===== config.mk =====
export PLATFORM = sky130hd
export DESIGN_NAME = hedt_core
export DESIGN_NICKNAME = d
export VERILOG_FILES = /design/src/common/hedt_pkg.sv /design/src/hedt_core.sv
export SDC_FILE = /design/constraint.sdc
export NUM_CORES = 1
export LEC_CHECK = 0
export CAP_MARGIN = 20
export CORE_MARGIN = 10
export CORE_UTILIZATION = 35
export CTS_CLUSTER_DIAMETER = 120
export DETAILED_ROUTE_END_ITERATION = 10
export DONT_BUFFER_PORTS = 1
export GPL_TIMING_DRIVEN = 1
export SKIP_CTS_REPAIR_TIMING = 1
export SLEW_MARGIN = 20
export SYNTH_ARGS = -nofsm -noshare
export SYNTH_HDL_FRONTEND = slang
export SYNTH_SLANG_ARGS = --single-unit

===== constraint.sdc =====
create_clock -name ref_clk -period 19.19 [get_ports ref_clk]
set_clock_uncertainty 0.15 [all_clocks]
set_input_delay 3.838 -clock ref_clk [delete_from_list [all_inputs] [get_ports ref_clk]]
set_output_delay 3.838 -clock ref_clk [all_outputs]
set_load 0.1 [all_outputs]

===== src/common/hedt_pkg.sv =====
// constants for the haptic event, diagnostic and tracking block
// assumes an 8-bit register port with up to 32 registers
package hedt_pkg;
   // register addresses
   localparam logic [4:0] ADR_FAULT = 5'h00; // fault_summary_byte
   localparam logic [4:0] ADR_NOTE  = 5'h01; // notification flags
   localparam logic [4:0] ADR_WARN  = 5'h02; // warning_detail
   localparam logic [4:0] ADR_INF   = 5'h03; // input_fault_detail
   localparam logic [4:0] ADR_MSKA  = 5'h04; // event_mask_a
   localparam logic [4:0] ADR_MSKB  = 5'h05; // event_mask_b
   localparam logic [4:0] ADR_KP_H  = 5'h06;
   localparam logic [4:0] ADR_KP_L  = 5'h07;
   localparam logic [4:0] ADR_KI_H  = 5'h08;
   localparam logic [4:0] ADR_KI_L  = 5'h09;
   localparam logic [4:0] ADR_CTRL  = 5'h0a;
   localparam logic [4:0] ADR_LOCK  = 5'h0b;
   localparam logic [4:0] ADR_FLOOR = 5'h0c;
   localparam logic [4:0] ADR_BRAKE = 5'h0d;
   localparam logic [4:0] ADR_PN_H  = 5'h0e;
   localparam logic [4:0] ADR_PN_L  = 5'h0f;
   localparam logic [4:0] ADR_PA_H  = 5'h10;
   localparam logic [4:0] ADR_PA_L  = 5'h11;
   localparam logic [4:0] ADR_SC_H  = 5'h12;
   localparam logic [4:0] ADR_SC_L  = 5'h13;
   localparam logic [4:0] ADR_RS_H  = 5'h14;
   localparam logic [4:0] ADR_RS_L  = 5'h15;
   localparam logic [4:0] ADR_STAT  = 5'h16;
   // fault bits
   localparam int F_OC = 0, F_ACT = 1, F_SEQ = 2, F_HOT = 3, F_UV = 4;
   // notification bits
   localparam int N_DONE = 0, N_REP = 1, N_WARN = 2, N_SAT = 3;
   // warning and input fault detail bits
   localparam int W_LIM = 0, W_BOOST = 1, W_FMT = 2;
   localparam int I_ID = 0, I_MEM = 1, I_PWM = 2;
   // control bits
   localparam int C_AUTO = 0, C_BYP = 1, C_HOLD = 2, C_CALOFF = 3;
   localparam int C_REPEAT = 4;
   // reset values
   localparam logic [15:0] KP_RST    = 16'h0100;
   localparam logic [15:0] KI_RST    = 16'h0040;
   localparam logic [7:0]  LOCK_RST  = 8'h08;
   localparam logic [7:0]  FLOOR_RST = 8'h10;
   localparam logic [7:0]  BRAKE_RST = 8'h20;
   localparam logic [15:0] SCALE_RST = 16'h0400;
   // period encoding: high * 128 + low, unit 1333.32 ns
   localparam int PER_LW = 7;
   localparam int RES_LW = 2; // resistance: high * 4 + low
   localparam longint UNIT_PS = 64'd1333320;
   localparam longint FMIN_HZ = 64'd50;
   localparam longint FMAX_HZ = 64'd300;
   localparam logic [13:0] PER_MAX =
      14'(64'd1000000000000 / (FMIN_HZ * UNIT_PS));
   localparam logic [13:0] PER_MIN =
      14'((64'd1000000000000 + FMAX_HZ * UNIT_PS - 1) / (FMAX_HZ * UNIT_PS));
   localparam logic [3:0] BRAKE_MIN_HALVES = 4'h3;
endpackage


===== src/hedt_core.sv =====
// haptic event, diagnostic and resonance tracking logic
// assumes synchronous event strobes and a one-cycle register port
//
// Function
// - faults force and hold idle state
// - raised events pull alert pin low
// - fault byte plus warning, input detail registers
// - overcurrent, overheat, undervoltage faults, write-one clear
// - actuator fault on impedance, bemf, frequency problems
// - sequence fault summary with cause recorded
// - playback done flag, write-one clear
// - repeat started flag on requested repeat
// - warning flag held while warnings stand
// - sense saturation flag on converter saturation
// - three warning causes from supply, format
// - bad pattern id and memory corruption faults
// - pulse timeout clears after restart then write
// - flags write-one clear except the held warning flag, two masks
// - pi tracking with paired gain registers
// - proportional autoscale only after lock
// - actuator fault outside 50 to 300 Hz
// - tracking suspended below bemf floor
// - period now updated every half period
// - period average over last four halves
// - quick brake until no acceleration or threshold
// - one-shot resistance measure at first half
`timescale 1ns/1ps
`default_nettype none
module hedt_core (
   input  wire logic        ref_clk,
   input  wire logic        rst_b,
   input  wire logic [4:0]  reg_addr,
   input  wire logic [7:0]  reg_wdata,
   input  wire logic        reg_wr,
   input  wire logic        reg_rd,
   output logic      [7:0]  reg_rdata,
   input  wire logic        oc_evt,
   input  wire logic        hot_evt,
   input  wire logic        uv_evt,
   input  wire logic        act_imp_evt,
   input  wire logic        act_bemf_evt,
   input  wire logic        bad_id_evt,
   input  wire logic        mem_bad_evt,
   input  wire logic        pwm_tmo_evt,
   input  wire logic        pwm_restart,
   input  wire logic        done_evt,
   input  wire logic        seq_begin_evt,
   input  wire logic        sat_evt,
   input  wire logic        lim_evt,
   input  wire logic        boost_evt,
   input  wire logic        fmt_evt,
   input  wire logic        hp_tick,
   input  wire logic [13:0] hp_period,
   input  wire logic [7:0]  bemf_lvl,
   input  wire logic [7:0]  trk_err,
   input  wire logic        playing,
   input  wire logic        stop_req,
   input  wire logic        accel_zero,
   input  wire logic        first_drive,
   input  wire logic [9:0]  meas_res,
   input  wire logic [15:0] meas_scale,
   output logic             event_alert_pin_o,
   output logic             event_alert_pin_oe_b,
   output logic             hold_idle,
   output logic             brake_drive,
   output logic      [15:0] track_adj
);
   logic [4:0]  fault_q;
   logic [3:0]  note_q;
   logic [2:0]  warn_q, inf_q;
   logic [7:0]  mska_q, mskb_q, ctrl_q;
   logic [7:0]  lock_q, floor_q, brake_thr_q;
   logic [15:0] kp_q, ki_q, scale_q;
   logic [9:0]  res_q;
   logic [13:0] pnow_q, pavg_q;
   logic [13:0] hist_q [4];
   logic        pwm_rst_seen_q, locked_q, track_on;
   logic [23:0] integ_q, pterm;
   logic [3:0]  halves_q;
   logic [4:0]  clr_f;
   logic [3:0]  clr_n;
   logic        clr_seq_ok, out_range, pending;
   logic [7:0]  abs_err;
   logic [15:0] avg_sum;

   // write-one-to-clear strobes per flag register
   assign clr_f = (reg_wr && reg_addr == hedt_pkg::ADR_FAULT) ?
                  reg_wdata[4:0] : 5'h00;
   assign clr_n = (reg_wr && reg_addr == hedt_pkg::ADR_NOTE) ?
                  reg_wdata[3:0] : 4'h0;
   // pulse timeout blocks the summary clear until restart
   assign clr_seq_ok = clr_f[hedt_pkg::F_SEQ] &&
                       (!inf_q[hedt_pkg::I_PWM] || pwm_rst_seen_q);
   // frequency window check on the new half period
   assign out_range = hp_tick && !ctrl_q[hedt_pkg::C_BYP] &&
      (hp_period > hedt_pkg::PER_MAX ||
       hp_period < hedt_pkg::PER_MIN);

   // fault flags: set wins over clear
   always_ff @(posedge ref_clk or negedge rst_b) begin
      if (!rst_b) begin
         fault_q <= 5'h00;
      end else begin
         fault_q[hedt_pkg::F_OC]  <= (fault_q[hedt_pkg::F_OC] &
            ~clr_f[hedt_pkg::F_OC]) | oc_evt;
         fault_q[hedt_pkg::F_HOT] <= (fault_q[hedt_pkg::F_HOT] &
            ~clr_f[hedt_pkg::F_HOT]) | hot_evt;
         fault_q[hedt_pkg::F_UV]  <= (fault_q[hedt_pkg::F_UV] &
            ~clr_f[hedt_pkg::F_UV]) | uv_evt;
         fault_q[hedt_pkg::F_ACT] <= (fault_q[hedt_pkg::F_ACT] &
            ~clr_f[hedt_pkg::F_ACT]) | act_imp_evt | act_bemf_evt |
            out_range;
         fault_q[hedt_pkg::F_SEQ] <= (fault_q[hedt_pkg::F_SEQ] &
            ~clr_seq_ok) | bad_id_evt | mem_bad_evt | pwm_tmo_evt;
      end
   end

   // input fault causes, cleared with the summary flag
   always_ff @(posedge ref_clk or negedge rst_b) begin
      if (!rst_b) begin
         inf_q          <= 3'h0;
         pwm_rst_seen_q <= 1'b0;
      end else begin
         inf_q <= (inf_q & {3{~clr_seq_ok}}) |
                  {pwm_tmo_evt, mem_bad_evt, bad_id_evt};
         if (pwm_tmo_evt)
            pwm_rst_seen_q <= 1'b0;
         else if (pwm_restart && inf_q[hedt_pkg::I_PWM])
            pwm_rst_seen_q <= 1'b1;
      end
   end

   // warning details and notifications
   always_ff @(posedge ref_clk or negedge rst_b) begin
      if (!rst_b) begin
         warn_q <= 3'h0;
         note_q <= 4'h0;
      end else begin
         warn_q <= (warn_q & ~((reg_wr && reg_addr == hedt_pkg::ADR_WARN)
            ? reg_wdata[2:0] : 3'h0)) |
            {fmt_evt, boost_evt, lim_evt};
         note_q[hedt_pkg::N_DONE] <= (note_q[hedt_pkg::N_DONE] &
            ~clr_n[hedt_pkg::N_DONE]) | done_evt;
         note_q[hedt_pkg::N_REP]  <= (note_q[hedt_pkg::N_REP] &
            ~clr_n[hedt_pkg::N_REP]) |
            (seq_begin_evt & ctrl_q[hedt_pkg::C_REPEAT]);
         note_q[hedt_pkg::N_WARN] <= |warn_q;
         note_q[hedt_pkg::N_SAT]  <= (note_q[hedt_pkg::N_SAT] &
            ~clr_n[hedt_pkg::N_SAT]) | sat_evt;
      end
   end

   // host-written configuration registers
   always_ff @(posedge ref_clk or negedge rst_b) begin
      if (!rst_b) begin
         mska_q      <= 8'h00;
         mskb_q      <= 8'h00;
         kp_q        <= hedt_pkg::KP_RST;
         ki_q        <= hedt_pkg::KI_RST;
         ctrl_q      <= 8'h00;
         lock_q      <= hedt_pkg::LOCK_RST;
         floor_q     <= hedt_pkg::FLOOR_RST;
         brake_thr_q <= hedt_pkg::BRAKE_RST;
      end else begin
         if (reg_wr) begin
            unique case (reg_addr)
               hedt_pkg::ADR_MSKA:  mska_q        <= reg_wdata;
               hedt_pkg::ADR_MSKB:  mskb_q        <= reg_wdata;
               hedt_pkg::ADR_KP_H:  kp_q[15:8]    <= reg_wdata;
               hedt_pkg::ADR_KP_L:  kp_q[7:0]     <= reg_wdata;
               hedt_pkg::ADR_KI_H:  ki_q[15:8]    <= reg_wdata;
               hedt_pkg::ADR_KI_L:  ki_q[7:0]     <= reg_wdata;
               hedt_pkg::ADR_CTRL:  ctrl_q        <= reg_wdata;
               hedt_pkg::ADR_LOCK:  lock_q        <= reg_wdata;
               hedt_pkg::ADR_FLOOR: floor_q       <= reg_wdata;
               hedt_pkg::ADR_BRAKE: brake_thr_q   <= reg_wdata;
               default: ;
            endcase
         end
         // repeat request is consumed when the new pass begins
         if (seq_begin_evt)
            ctrl_q[hedt_pkg::C_REPEAT] <= 1'b0;
      end
   end

   // half-period measurement: latest value and four-deep history
   assign avg_sum = 16'(hist_q[0]) + 16'(hist_q[1]) +
                    16'(hist_q[2]) + 16'(hist_q[3]);
   always_ff @(posedge ref_clk or negedge rst_b) begin
      if (!rst_b) begin
         pnow_q <= 14'h0000;
         pavg_q <= 14'h0000;
         for (int i = 0; i < 4; i++)
            hist_q[i] <= 14'h0000;
      end else begin
         if (hp_tick) begin
            pnow_q    <= hp_period;
            hist_q[0] <= hp_period;
            for (int i = 1; i < 4; i++)
               hist_q[i] <= hist_q[i-1];
         end
         pavg_q <= avg_sum[15:2];
      end
   end

   // pi frequency tracking
   assign track_on = playing && (bemf_lvl >= floor_q);
   assign abs_err  = trk_err[7] ? 8'(-trk_err) : trk_err;
   assign pterm = (ctrl_q[hedt_pkg::C_AUTO] && locked_q) ?
      24'($signed(trk_err) * $signed({1'b0, kp_q}) >>> 1) :
      24'($signed(trk_err) * $signed({1'b0, kp_q}));
   always_ff @(posedge ref_clk or negedge rst_b) begin
      if (!rst_b) begin
         integ_q   <= 24'h000000;
         locked_q  <= 1'b0;
         track_adj <= 16'h0000;
      end else begin
         if (!playing) begin
            locked_q <= 1'b0;
            integ_q  <= 24'h000000;
         end else if (hp_tick && track_on) begin
            integ_q <= integ_q +
               24'($signed(trk_err) * $signed({1'b0, ki_q}));
            if (abs_err <= lock_q)
               locked_q <= 1'b1;
         end
         track_adj <= 16'((pterm + integ_q) >> 8);
      end
   end

   // quick brake for sequences past three half periods
   always_ff @(posedge ref_clk or negedge rst_b) begin
      if (!rst_b) begin
         halves_q    <= 4'h0;
         brake_drive <= 1'b0;
      end else begin
         if (!playing)
            halves_q <= 4'h0;
         else if (hp_tick && halves_q != 4'hf)
            halves_q <= halves_q + 4'h1;
         if (brake_drive && (accel_zero || bemf_lvl <= brake_thr_q))
            brake_drive <= 1'b0;
         else if (stop_req && halves_q > hedt_pkg::BRAKE_MIN_HALVES)
            brake_drive <= 1'b1;
      end
   end

   // one-shot resistance and scale update
   always_ff @(posedge ref_clk or negedge rst_b) begin
      if (!rst_b) begin
         res_q   <= 10'h000;
         scale_q <= hedt_pkg::SCALE_RST;
      end else if (first_drive && !(ctrl_q[hedt_pkg::C_HOLD] &&
                   ctrl_q[hedt_pkg::C_CALOFF])) begin
         res_q   <= meas_res;
         scale_q <= meas_scale;
      end
   end

   // alert pin and idle hold
   assign pending = |({3'h0, fault_q} & ~mska_q) |
                    |({4'h0, note_q} & ~mskb_q);
   always_ff @(posedge ref_clk or negedge rst_b) begin
      if (!rst_b) begin
         event_alert_pin_o    <= 1'b0;
         event_alert_pin_oe_b <= 1'b1;
         hold_idle            <= 1'b0;
      end else begin
         event_alert_pin_o    <= 1'b0;
         event_alert_pin_oe_b <= ~pending;
         hold_idle            <= |fault_q;
      end
   end

   // read data, one cycle after the strobe
   always_ff @(posedge ref_clk or negedge rst_b) begin
      if (!rst_b) begin
         reg_rdata <= 8'h00;
      end else if (reg_rd) begin
         unique case (reg_addr)
            hedt_pkg::ADR_FAULT: reg_rdata <= {3'h0, fault_q};
            hedt_pkg::ADR_NOTE:  reg_rdata <= {4'h0, note_q};
            hedt_pkg::ADR_WARN:  reg_rdata <= {5'h00, warn_q};
            hedt_pkg::ADR_INF:   reg_rdata <= {5'h00, inf_q};
            hedt_pkg::ADR_MSKA:  reg_rdata <= mska_q;
            hedt_pkg::ADR_MSKB:  reg_rdata <= mskb_q;
            hedt_pkg::ADR_KP_H:  reg_rdata <= kp_q[15:8];
            hedt_pkg::ADR_KP_L:  reg_rdata <= kp_q[7:0];
            hedt_pkg::ADR_KI_H:  reg_rdata <= ki_q[15:8];
            hedt_pkg::ADR_KI_L:  reg_rdata <= ki_q[7:0];
            hedt_pkg::ADR_CTRL:  reg_rdata <= ctrl_q;
            hedt_pkg::ADR_LOCK:  reg_rdata <= lock_q;
            hedt_pkg::ADR_FLOOR: reg_rdata <= floor_q;
            hedt_pkg::ADR_BRAKE: reg_rdata <= brake_thr_q;
            hedt_pkg::ADR_PN_H:
               reg_rdata <= {1'b0, pnow_q[13:hedt_pkg::PER_LW]};
            hedt_pkg::ADR_PN_L:
               reg_rdata <= {1'b0, pnow_q[hedt_pkg::PER_LW-1:0]};
            hedt_pkg::ADR_PA_H:
               reg_rdata <= {1'b0, pavg_q[13:hedt_pkg::PER_LW]};
            hedt_pkg::ADR_PA_L:
               reg_rdata <= {1'b0, pavg_q[hedt_pkg::PER_LW-1:0]};
            hedt_pkg::ADR_SC_H:  reg_rdata <= scale_q[15:8];
            hedt_pkg::ADR_SC_L:  reg_rdata <= scale_q[7:0];
            hedt_pkg::ADR_RS_H:  reg_rdata <= res_q[9:hedt_pkg::RES_LW];
            hedt_pkg::ADR_RS_L:
               reg_rdata <= {6'h00, res_q[hedt_pkg::RES_LW-1:0]};
            hedt_pkg::ADR_STAT:
               reg_rdata <= {4'h0, track_on, locked_q, brake_drive,
                             hold_idle};
            default:             reg_rdata <= 8'h00;
         endcase
      end
   end
endmodule
`default_nettype wire


==> results of run 1 <==
-- area by class of cell --
cell class              count  area, µm²
fillers                  6332      38880
multi-input cells        1597      14680
repair buffers              4      30.03
flip-flops and latches    248       6215
well taps                 846       1059
clock buffers              38      842.1
inverters                 293       1100
diodes                      1      2.502
clock inverters            20      265.3
-- per-stage QoR --
step / power (W) / hold WS, ns / setup WS (ns)
2_1_floorplan: 0.003138 / 0.2935 / 8.816
3_3_place_gp: 0.003747 / 0.3084 / 8.308
3_5_place_dp: 0.003811 / 0.3220 / 8.282
4_1_cts: 0.004474 / 0.3345 / 8.875
5_1_grt: 0.004888 / 0.3597 / 8.374
6_report: 0.004439 / 0.3347 / 8.864
-- flip-flops by register name (all words and copies together) (netlist names), 8 cells and up --
register,flops
ki_q,16
scale_q,16
track_adj,16
hist_q,56
integ_q,24
reg_rdata,8
lock_q,8
mskb_q,8
mska_q,8
floor_q,8
pavg_q,14
kp_q,16
brake_thr_q,8
ctrl_q,8
res_q,10
-- per-layer routing --
metal  vias up  GRT usage [%]  wire (µm)
met5         -              0         27
met3       118          3.755       4191
met4         4          5.380       2083
li1       7312              -          -
met1      8249          21.32      26150
met2       456          28.91      30970
-- power by group through the flow --
stage	Combinational (W)	Sequential, W	Clock [W]
floorplan	0.00228	0.000858	0
global placement	0.00279	0.000953	0
detailed placement	0.00285	0.000958	0
CTS	0.00289	0.000949	0.000640
global route	0.00326	0.000962	0.000663
finish	0.00286	0.000948	0.000627
-- how the worst min path moves through the flow --
stage,endpoint,startpoint,cells after the start
2_1_floorplan,inf_q[1],inf_q[1],1
3_3_place_gp,hist_q[0],hist_q[14],2
3_5_place_dp,hist_q[14],hist_q[28],2
4_1_cts,hist_q[14],hist_q[28],2
5_1_grt,inf_q[0],inf_q[0],1
6_report,hist_q[14],hist_q[28],2
-- logic make-up after synthesis --
kind of cell,Yosys count,share of synthesized area [%]
buffers and inverters,383,6.462
AOI/OAI and AO/OA,318,9.752
other,1,0.01680
and+or+nand+nor,609,13.41
xor gates and xnor gates,71,2.847
muxes,199,9.914
DFF,248,27.84
adders and majority gates,399,29.76
-- cells in the final DEF (no fill, tap or decap), types with 7 or more instances in the layout --
cell / count
a211oi_1: 9
nor3_1: 26
o21a_1: 18
xnor2_1: 52
mux2i_1: 31
a221oi_1: 14
dfstp_2: 7
fa_1: 220
a21oi_1: 68
nor2_1: 119
dfrtp_1: 241
clkbuf_16: 31
and2_1: 141
a21o_1: 35
inv_1: 291
nand3_1: 37
nor2b_1: 12
ha_1: 179
nand2_1: 188
mux2_2: 167
a22o_1: 8
or3_1: 8
xor2_1: 18
nand2b_1: 37
a22oi_1: 21
and3_1: 13
clkinv_2: 8
o21ai_0: 61
-- critical path, cell delays in order --
cell	delay (ns)
inv_1	0.49
fa_1	0.54
fa_1	0.52
inv_1	0.06
fa_1	0.53
inv_1	0.05
fa_1	0.48
inv_1	0.05
ha_1	0.31
o21a_1	0.21
a2111oi_0	0.71
o22ai_1	0.32
a21oi_1	0.29
xnor2_1	0.16
nand2_1	0.08
o41ai_1	0.11
ha_1	0.37
a21o_1	0.20
a21o_1	0.18
a221o_1	0.31
a221oi_1	0.32
o21ai_0	0.15
xnor3_1	0.34
==> results.toml, run 1 <==
[outcome]
status = "completed"

[synth]
synth_most_common_cell = "inv_1"
synth_flop_cell = "dfrtp_1"
synthesis.nets = 2720
yosys-top-cells-area = "dfrtp_1 (27%), fa_1 (20%), ha_1 (10%)"
ys_seq_elements = 248
synth_top_area_share_pct = 27.01
yosys.area.top_type = "dfrtp_1"
synthTopCellsByCount = "inv_1 (291), dfrtp_1 (241), fa_1 (220)"
synth-edff-count = 0
synthesis.area_um2 = 22330
ys_types = 82
seq_area_frac_synth_pct = 27.84
yosys_warnings = 0
ys_async_sr_fraction_pct = 100.0
avgSynthCellArea_um2 = 10.02
synthCells = 2228

[clocking]
clkSinkCount = 248
cts_max_level = 1
cts_buffers = 31
clkTransAtPathRegs_ns = 0.06
worstSkewPairLatency_ns = 0.59
cts_tree = "built"
root_buffer = "clkbuf_16"
cts.path.max_buffers = 3

[global_routing]
overflow = 0
grt_pass1_wl_um = 100400
antenna_found_initial = 3
first_global_vias = 17225
grt_usage_pct = 17.05
grt_start_max_net_pins = 249

[critical_path]
r2r_slack_ns = 11.84
worstSetupStartpointType = "primary input"
worstRegToRegCells = 23
cp_max_fo = 28
worst_r2r_endpoint = "track_adj[15]"
timing.critical_path.from = "trk_err[7]"
arrival_ns = 10.64
crit_path_end_kind = "register"
critPathRequiredTime_ns = 19.50
r2r-start = "kp_q[4]"
endpoint = "track_adj[15]"
critPathKind = "in2reg"

[drt]
ant_nets = 0
wl_per_cell_um = 20.82
drc = 0
drtPass1Iterations = 5
drt_iter0_drc = 1213
routed_wl_um = 63430
vias = 16139
vias_per_cell = 5.297

[sta]
worstMarginPinSlew_ns = 1.130
max_freq_mhz = 96.84
fin_crit_sh_pct = 53.81
period_needed_ns = 10.33
drv_slew = 0
final.setup.tns_ns = 0
slew_headroom_pct = 24.69
final_hold_viol_count = 0
rsz0062_at_grt = "no"
setup_viol = 0

[placed_design]
place_congestion = 0.9292
hpwl_um = 49890
dpl_cell_area_um2 = 23090
numPortBuffers = 0
place_inst = 2988

[layout]
area_growth_pct = 8.379
layout.nets = 2667
fin_cells = 3047
fin_util_pct = 38.36
stdcell_area_um2 = 24200
layout-drive-gt1-share_pct = 11.14

[power]
p_seq_share_pct = 21.4
leakage_nw = 11.39
swShare_pct = 47.98
p_switching_w = 0.002130
p_comb_share_pct = 64.5
p_clk_share_pct = 14.1
powerDensity_nw_per_um2 = 183.5
ir_drop_v = 0.0001099
p_int_w = 0.002309

[floorplanning]
core-area_um2 = 63080
ios = 121
initial_core_util_pct = 35.39
die_height_um = 272.6
dieArea_um2 = 74290
row_count = 92
die_w_um = 272.6

[min_path]
hold_class = "reg2reg"

[flow_run]
cap_viol_max_count = 0
Note: power is estimated with default switching activity, not from simulation.
==> inputs of run 2 (changes only) <==
==> constraint.sdc (replaced) <==
create_clock -name ref_clk -period 8.55 [get_ports ref_clk]
set_clock_uncertainty 0.15 [all_clocks]
set_input_delay 1.71 -clock ref_clk [delete_from_list [all_inputs] [get_ports ref_clk]]
set_output_delay 1.71 -clock ref_clk [all_outputs]
set_load 0.1 [all_outputs]
==> run 2 against run 1 <==
Compared with the run above:
- via count up 0.68%
- setup slack worse by 8.0 ns
- wire length grew 0.36%
- sequential cell count unchanged
- highest routed layer unchanged
- critical path type unchanged
- sequential share of layout area grew 0.12 points
- critical path depth unchanged
- combinational power grew 130%
- design area shrank 0.48%
- sequential power is 120% higher
- clock power rose by 110%
==> results.toml, run 2 (synthesized netlist as in run 1, its figures left out) <==
[layout]
largest_reg_flops = 56
regArea_um2 = 6215
final_cell_mix = "inv_1 (291), dfrtp_1 (241), fa_1 (220)"
area_growth_pct = 7.863
antenna_cells = 0
largestRegisters = "hist_q (56), integ_q (24)"
layout.nets = 2664
multiInputGateArea_um2 = 14680
fill_cells = 6387
layout-drive-gt1-share_pct = 10.76
top_register = "hist_q"
final_common_cell = "inv_1"

[drt]
drc = 0
drt_iter0_drc = 1085
vias = 16248
ant_nets = 0
wl_per_cell_um = 20.94
routed_wl_um = 63660
vias_per_cell = 5.345
drtPass1Iterations = 7

[sta]
fin_crit_sh_pct = 89.63
whs_ns = 0.3320
period_needed_ns = 7.663
setup_viol = 0
setup_ws_ns = 0.8867
worstMarginPinSlew_ns = 1.249
drv_slew = 0
max_freq_mhz = 130.5
final.setup.tns_ns = 0
final_hold_viol_count = 0
slew_headroom_pct = 16.11
rsz0062_at_grt = "no"

[outcome]
status = "completed"

[critical_path]
worstRegToRegCells = 23
worstPathCellList = "inv_1, fa_1, fa_1, inv_1, fa_1, inv_1, fa_1, inv_1, ha_1, o21a_1, a2111oi_0, o22ai_1, a21oi_1, xnor2_1, nand2_1, o41ai_1, ha_1, a21o_1, a21o_1, a221o_1, a221oi_1, o21ai_0, xnor3_1"
crit_path_end_kind = "register"
cp_max_fo = 28
cp_slowest_cell = "a2111oi_0"
r2r_slack_ns = 1.29
crit_buf_inv = 4
slowest_delay_ns = 0.61
critPathKind = "in2reg"
cp_top_family = "adder cells"
critPathRequiredTime_ns = 8.86
r2r-start = "kp_q[4]"
worstSetupStartpointType = "primary input"
arrival_ns = 7.97
worst_r2r_endpoint = "track_adj[15]"

[floorplanning]
ios = 121
dieArea_um2 = 74290
initial_core_util_pct = 35.39
core-area_um2 = 63080
row_count = 92
die_w_um = 272.6
die_height_um = 272.6

[min_path]
hold_depth = 2
hold_class = "reg2reg"
min_from = "hist_q[28]"
whs_endpoint = "hist_q[14]"

[clocking]
cts_tree = "built"
cts_buffers = 29
cts.path.max_buffers = 3
worstSkewPairLatency_ns = 0.59
clkSinkCount = 248
clkTransAtPathRegs_ns = 0.06
cts_max_level = 1
root_buffer = "clkbuf_16"

[placed_design]
hpwl_um = 50060
dpl_worst_slack_ns = 0.2226
place_congestion = 0.9445
numPortBuffers = 0

[global_routing]
grt_usage_pct = 16.94
antenna_found_initial = 3
grt_pass1_wl_um = 99400
first_global_vias = 17019
grt_start_max_net_pins = 249
overflow = 0

[power]
ir_drop_v = 0.0002685
powerDensity_nw_per_um2 = 410.7
leakage_nw = 11.34

[flow_run]
cap_viol_max_count = 0
[run 2: changes by cell type in the layout (fill, tap and decap cells not counted)]
cell,before,now
clkinv_4,0,1
clkinv_8,1,0
clkbuf_1,3,6
diode_2,1,0
inv_6,1,2
clkinvlp_4,4,1
bufinv_16,5,4
clkinv_2,8,5
buf_4,4,3
clkbuf_16,31,29
[run 2: metal layers]
layer  track usage (%)  part of all wire [%]  vias to the layer above  wire [µm]
met4             5.497                   3.5                        4       2222
met5                 0                 0.042                        -         27
met3             3.485                   6.3                      131       4027
li1                  -                     -                     7294          -
met1             20.63                    40                     8394      25650
met2             29.48                    50                      425      31730
[run 2: power by group]
part	switching [W]	total, W	leakage [nW]	internal, W
Combinational	0.00359	0.00644	7.84	0.00285
Clock	0.000533	0.00132	0.492	0.000783
Sequential	0.000666	0.00213	3.01	0.00146
Total	0.00479	0.00989	11.3	0.00510
[run 2: how the worst max path moves through the flow]
stage / depth (start not counted) / startpoint / endpoint / slack (ns)
after detailed placement: 23 / trk_err[7] / track_adj[15] / 0.22
after global routing: 25 / trk_err[7] / track_adj[15] / 0.49
after global placement: 23 / trk_err[7] / track_adj[15] / 0.25
final: 23 / trk_err[7] / track_adj[15] / 0.89
after floorplan: 25 / trk_err[7] / track_adj[15] / 0.30
after CTS: 23 / trk_err[7] / track_adj[15] / 0.82
[run 2: final cells by class]
class                           instances  share of cell area [%]
Timing Repair Buffer                    3                 0.09353
Clock inverter                         14                  0.8261
Clock buffer                           39                   3.336
Inverter                              293                   4.567
Sequential cell                       248                   25.81
Multi-Input combinational cell       1597                   60.97
Tap cell                              846                   4.396
[run 2: metrics by stage]
step           area [µm²]  power (W)  utilization [%]  instances
6_report            24080   0.009890            38.17       3040
5_1_grt             24080    0.01086            38.17       3040
4_1_cts             24080   0.009992            38.17       3040
3_5_place_dp        23080   0.008626            36.59       2987
3_3_place_gp        23080   0.008479            36.59       2987
2_1_floorplan       22330   0.007043                -       2228
[run 2: worst min-delay path, cell delays in order, from the launching register on]
cell	delay, ns
dfrtp_1	0.34
nand2_1	0.05
o21ai_0	0.06
==> inputs of run 3 (changes only) <==
--- a/config.mk
+++ b/config.mk
@@ -6,8 +6,8 @@
 export NUM_CORES = 1
 export LEC_CHECK = 0
 export CAP_MARGIN = 20
-export CORE_MARGIN = 10
-export CORE_UTILIZATION = 35
+export CORE_MARGIN = 2
+export CORE_UTILIZATION = 45
 export CTS_CLUSTER_DIAMETER = 120
 export DETAILED_ROUTE_END_ITERATION = 10
 export DONT_BUFFER_PORTS = 1
==> run 3 against run 2 <==
Compared with the run above:
- die area decreased by 31%
- clock-buffer cell count increased by 1
- total power increased by 0.92%
==> results.toml, run 3 (synthesized netlist as in run 1, its figures left out) <==
[outcome]
status = "completed"

[critical_path]
worst_r2r_endpoint = "track_adj[15]"
critPathKind = "in2reg"
cp_max_fo = 28
arrival_ns = 7.88
worstRegToRegCells = 25
critPathRequiredTime_ns = 8.84
worstSetupStartpointType = "primary input"
crit_path_end_kind = "register"
r2r-start = "kp_q[4]"
r2r_slack_ns = 1.34

[drt]
vias_per_cell = 5.606
vias = 16044
routed_wl_um = 60800
wl_per_cell_um = 21.24
drc = 0
drtPass1Iterations = 6
ant_nets = 0
drt_iter0_drc = 1291

[power]
ir_drop_v = 0.0002507
leakage_nw = 11.35
powerDensity_nw_per_um2 = 418.2

[sta]
final.setup.tns_ns = 0
max_freq_mhz = 131.9
setup_viol = 0
final_hold_viol_count = 0
rsz0062_at_grt = "no"
setup_ws_ns = 0.9662
fin_crit_sh_pct = 88.70
slew_headroom_pct = 25.06
worstMarginPinSlew_ns = 1.116
period_needed_ns = 7.584
drv_slew = 0

[clocking]
cts_tree = "built"
worstSkewPairLatency_ns = 0.59
cts.path.max_buffers = 3
clkSinkCount = 248
cts_buffers = 28
root_buffer = "clkbuf_16"
clkTransAtPathRegs_ns = 0.06
cts_max_level = 1

[layout]
layout-drive-gt1-share_pct = 11.06
final_common_cell = "inv_1"
final_cell_mix = "inv_1 (291), dfrtp_1 (241), fa_1 (220)"
top_register = "hist_q"
fin_cells = 2862
area_growth_pct = 6.916
layout.nets = 2667
largestRegisters = "hist_q (56), integ_q (24)"
largest_reg_flops = 56

[global_routing]
first_global_vias = 16867
grt_start_max_net_pins = 249
antenna_found_initial = 2
grt_usage_pct = 24.31
grt_pass1_wl_um = 95860
overflow = 0

[floorplanning]
die_w_um = 226.7
ios = 121
core-area_um2 = 48950
dieArea_um2 = 51410
initial_core_util_pct = 45.61
die_height_um = 226.7
row_count = 81

[min_path]
whs_endpoint = "hist_q[0]"
hold_class = "reg2reg"
min_from = "hist_q[14]"
hold_depth = 2

[placed_design]
place_inst = 2809
dpl_worst_slack_ns = 0.3234
numPortBuffers = 0
place_congestion = 0.9332
hpwl_um = 46990

[flow_run]
cap_viol_max_count = 0
run 3: cell types whose count changed in the layout (fill, tap and decap cells not counted), moves of 2 or more:
cell and change:
clkbuf_1 -4, clkinv_2 +2, bufinv_16 -2, buf_4 +4, clkbuf_8 +6, inv_6 -2
run 3: layer usage:
layer  wire length [µm]  track usage, %  up-vias  share of wire [%]
li1                   -               -     7313                  -
met1              24940           30.46     8198                 41
met2              30230           42.46      427                 50
met3               3402           4.108      106                5.6
met4               2223           8.107        0                3.7
met5                  0               0        -                  0
run 3: critical path, cell delays in order:
cell	delay (ns)
inv_1	0.08
fa_1	0.52
fa_1	0.51
inv_1	0.05
fa_1	0.53
inv_1	0.05
fa_1	0.47
inv_1	0.04
ha_1	0.31
o21ai_1	0.09
nor2_1	0.08
a311oi_1	0.38
o21ai_1	0.19
a21oi_1	0.33
nor2b_1	0.09
nor4_1	0.35
o41ai_1	0.13
buf_4	0.17
ha_1	0.34
a21o_1	0.20
a21o_1	0.18
a221o_1	0.31
a221oi_1	0.28
o21ai_0	0.14
xnor3_1	0.33
run 3: per-stage QoR:
stage               hold WS [ns]  utilization (%)  cell area, µm²  power (W)
floorplan                 0.2935                -           22330   0.007043
global placement          0.3088            46.74           22880   0.008646
detailed placement        0.3198            46.74           22880   0.008760
CTS                       0.3093            48.76           23870    0.01009
global route              0.3452            48.76           23870    0.01095
finish                    0.3068            48.76           23870   0.009981
run 3: cell type report:
cell class	count	area [µm²]
Tap cell	664	830.8
Clock buffer	40	845.8
Fill cell	4621	25080
Sequential cell	248	6215
Antenna cell	1	2.502
Clock inverter	12	140.1
Multi-Input combinational cell	1597	14680
Timing Repair Buffer	7	52.55
Inverter	293	1100
run 3: power breakdown:
group	internal (W)	total (W)	switching (W)
logic	0.00290	0.00657	0.00367
registers	0.00147	0.00213	0.000664
clock network	0.000749	0.00128	0.000530
total	0.00512	0.00998	0.00487
run 3: how the worst max path moves through the flow:
stage                from            end  slack, ns  cells after the start
2_1_floorplan  trk_err[7]  track_adj[15]       0.30                     25
3_3_place_gp   trk_err[7]  track_adj[15]       0.29                     24
3_5_place_dp   trk_err[7]  track_adj[15]       0.32                     24
4_1_cts        trk_err[7]  track_adj[15]       0.89                     24
5_1_grt        trk_err[7]  track_adj[15]       0.37                     24
6_report       trk_err[7]  track_adj[15]       0.97                     25
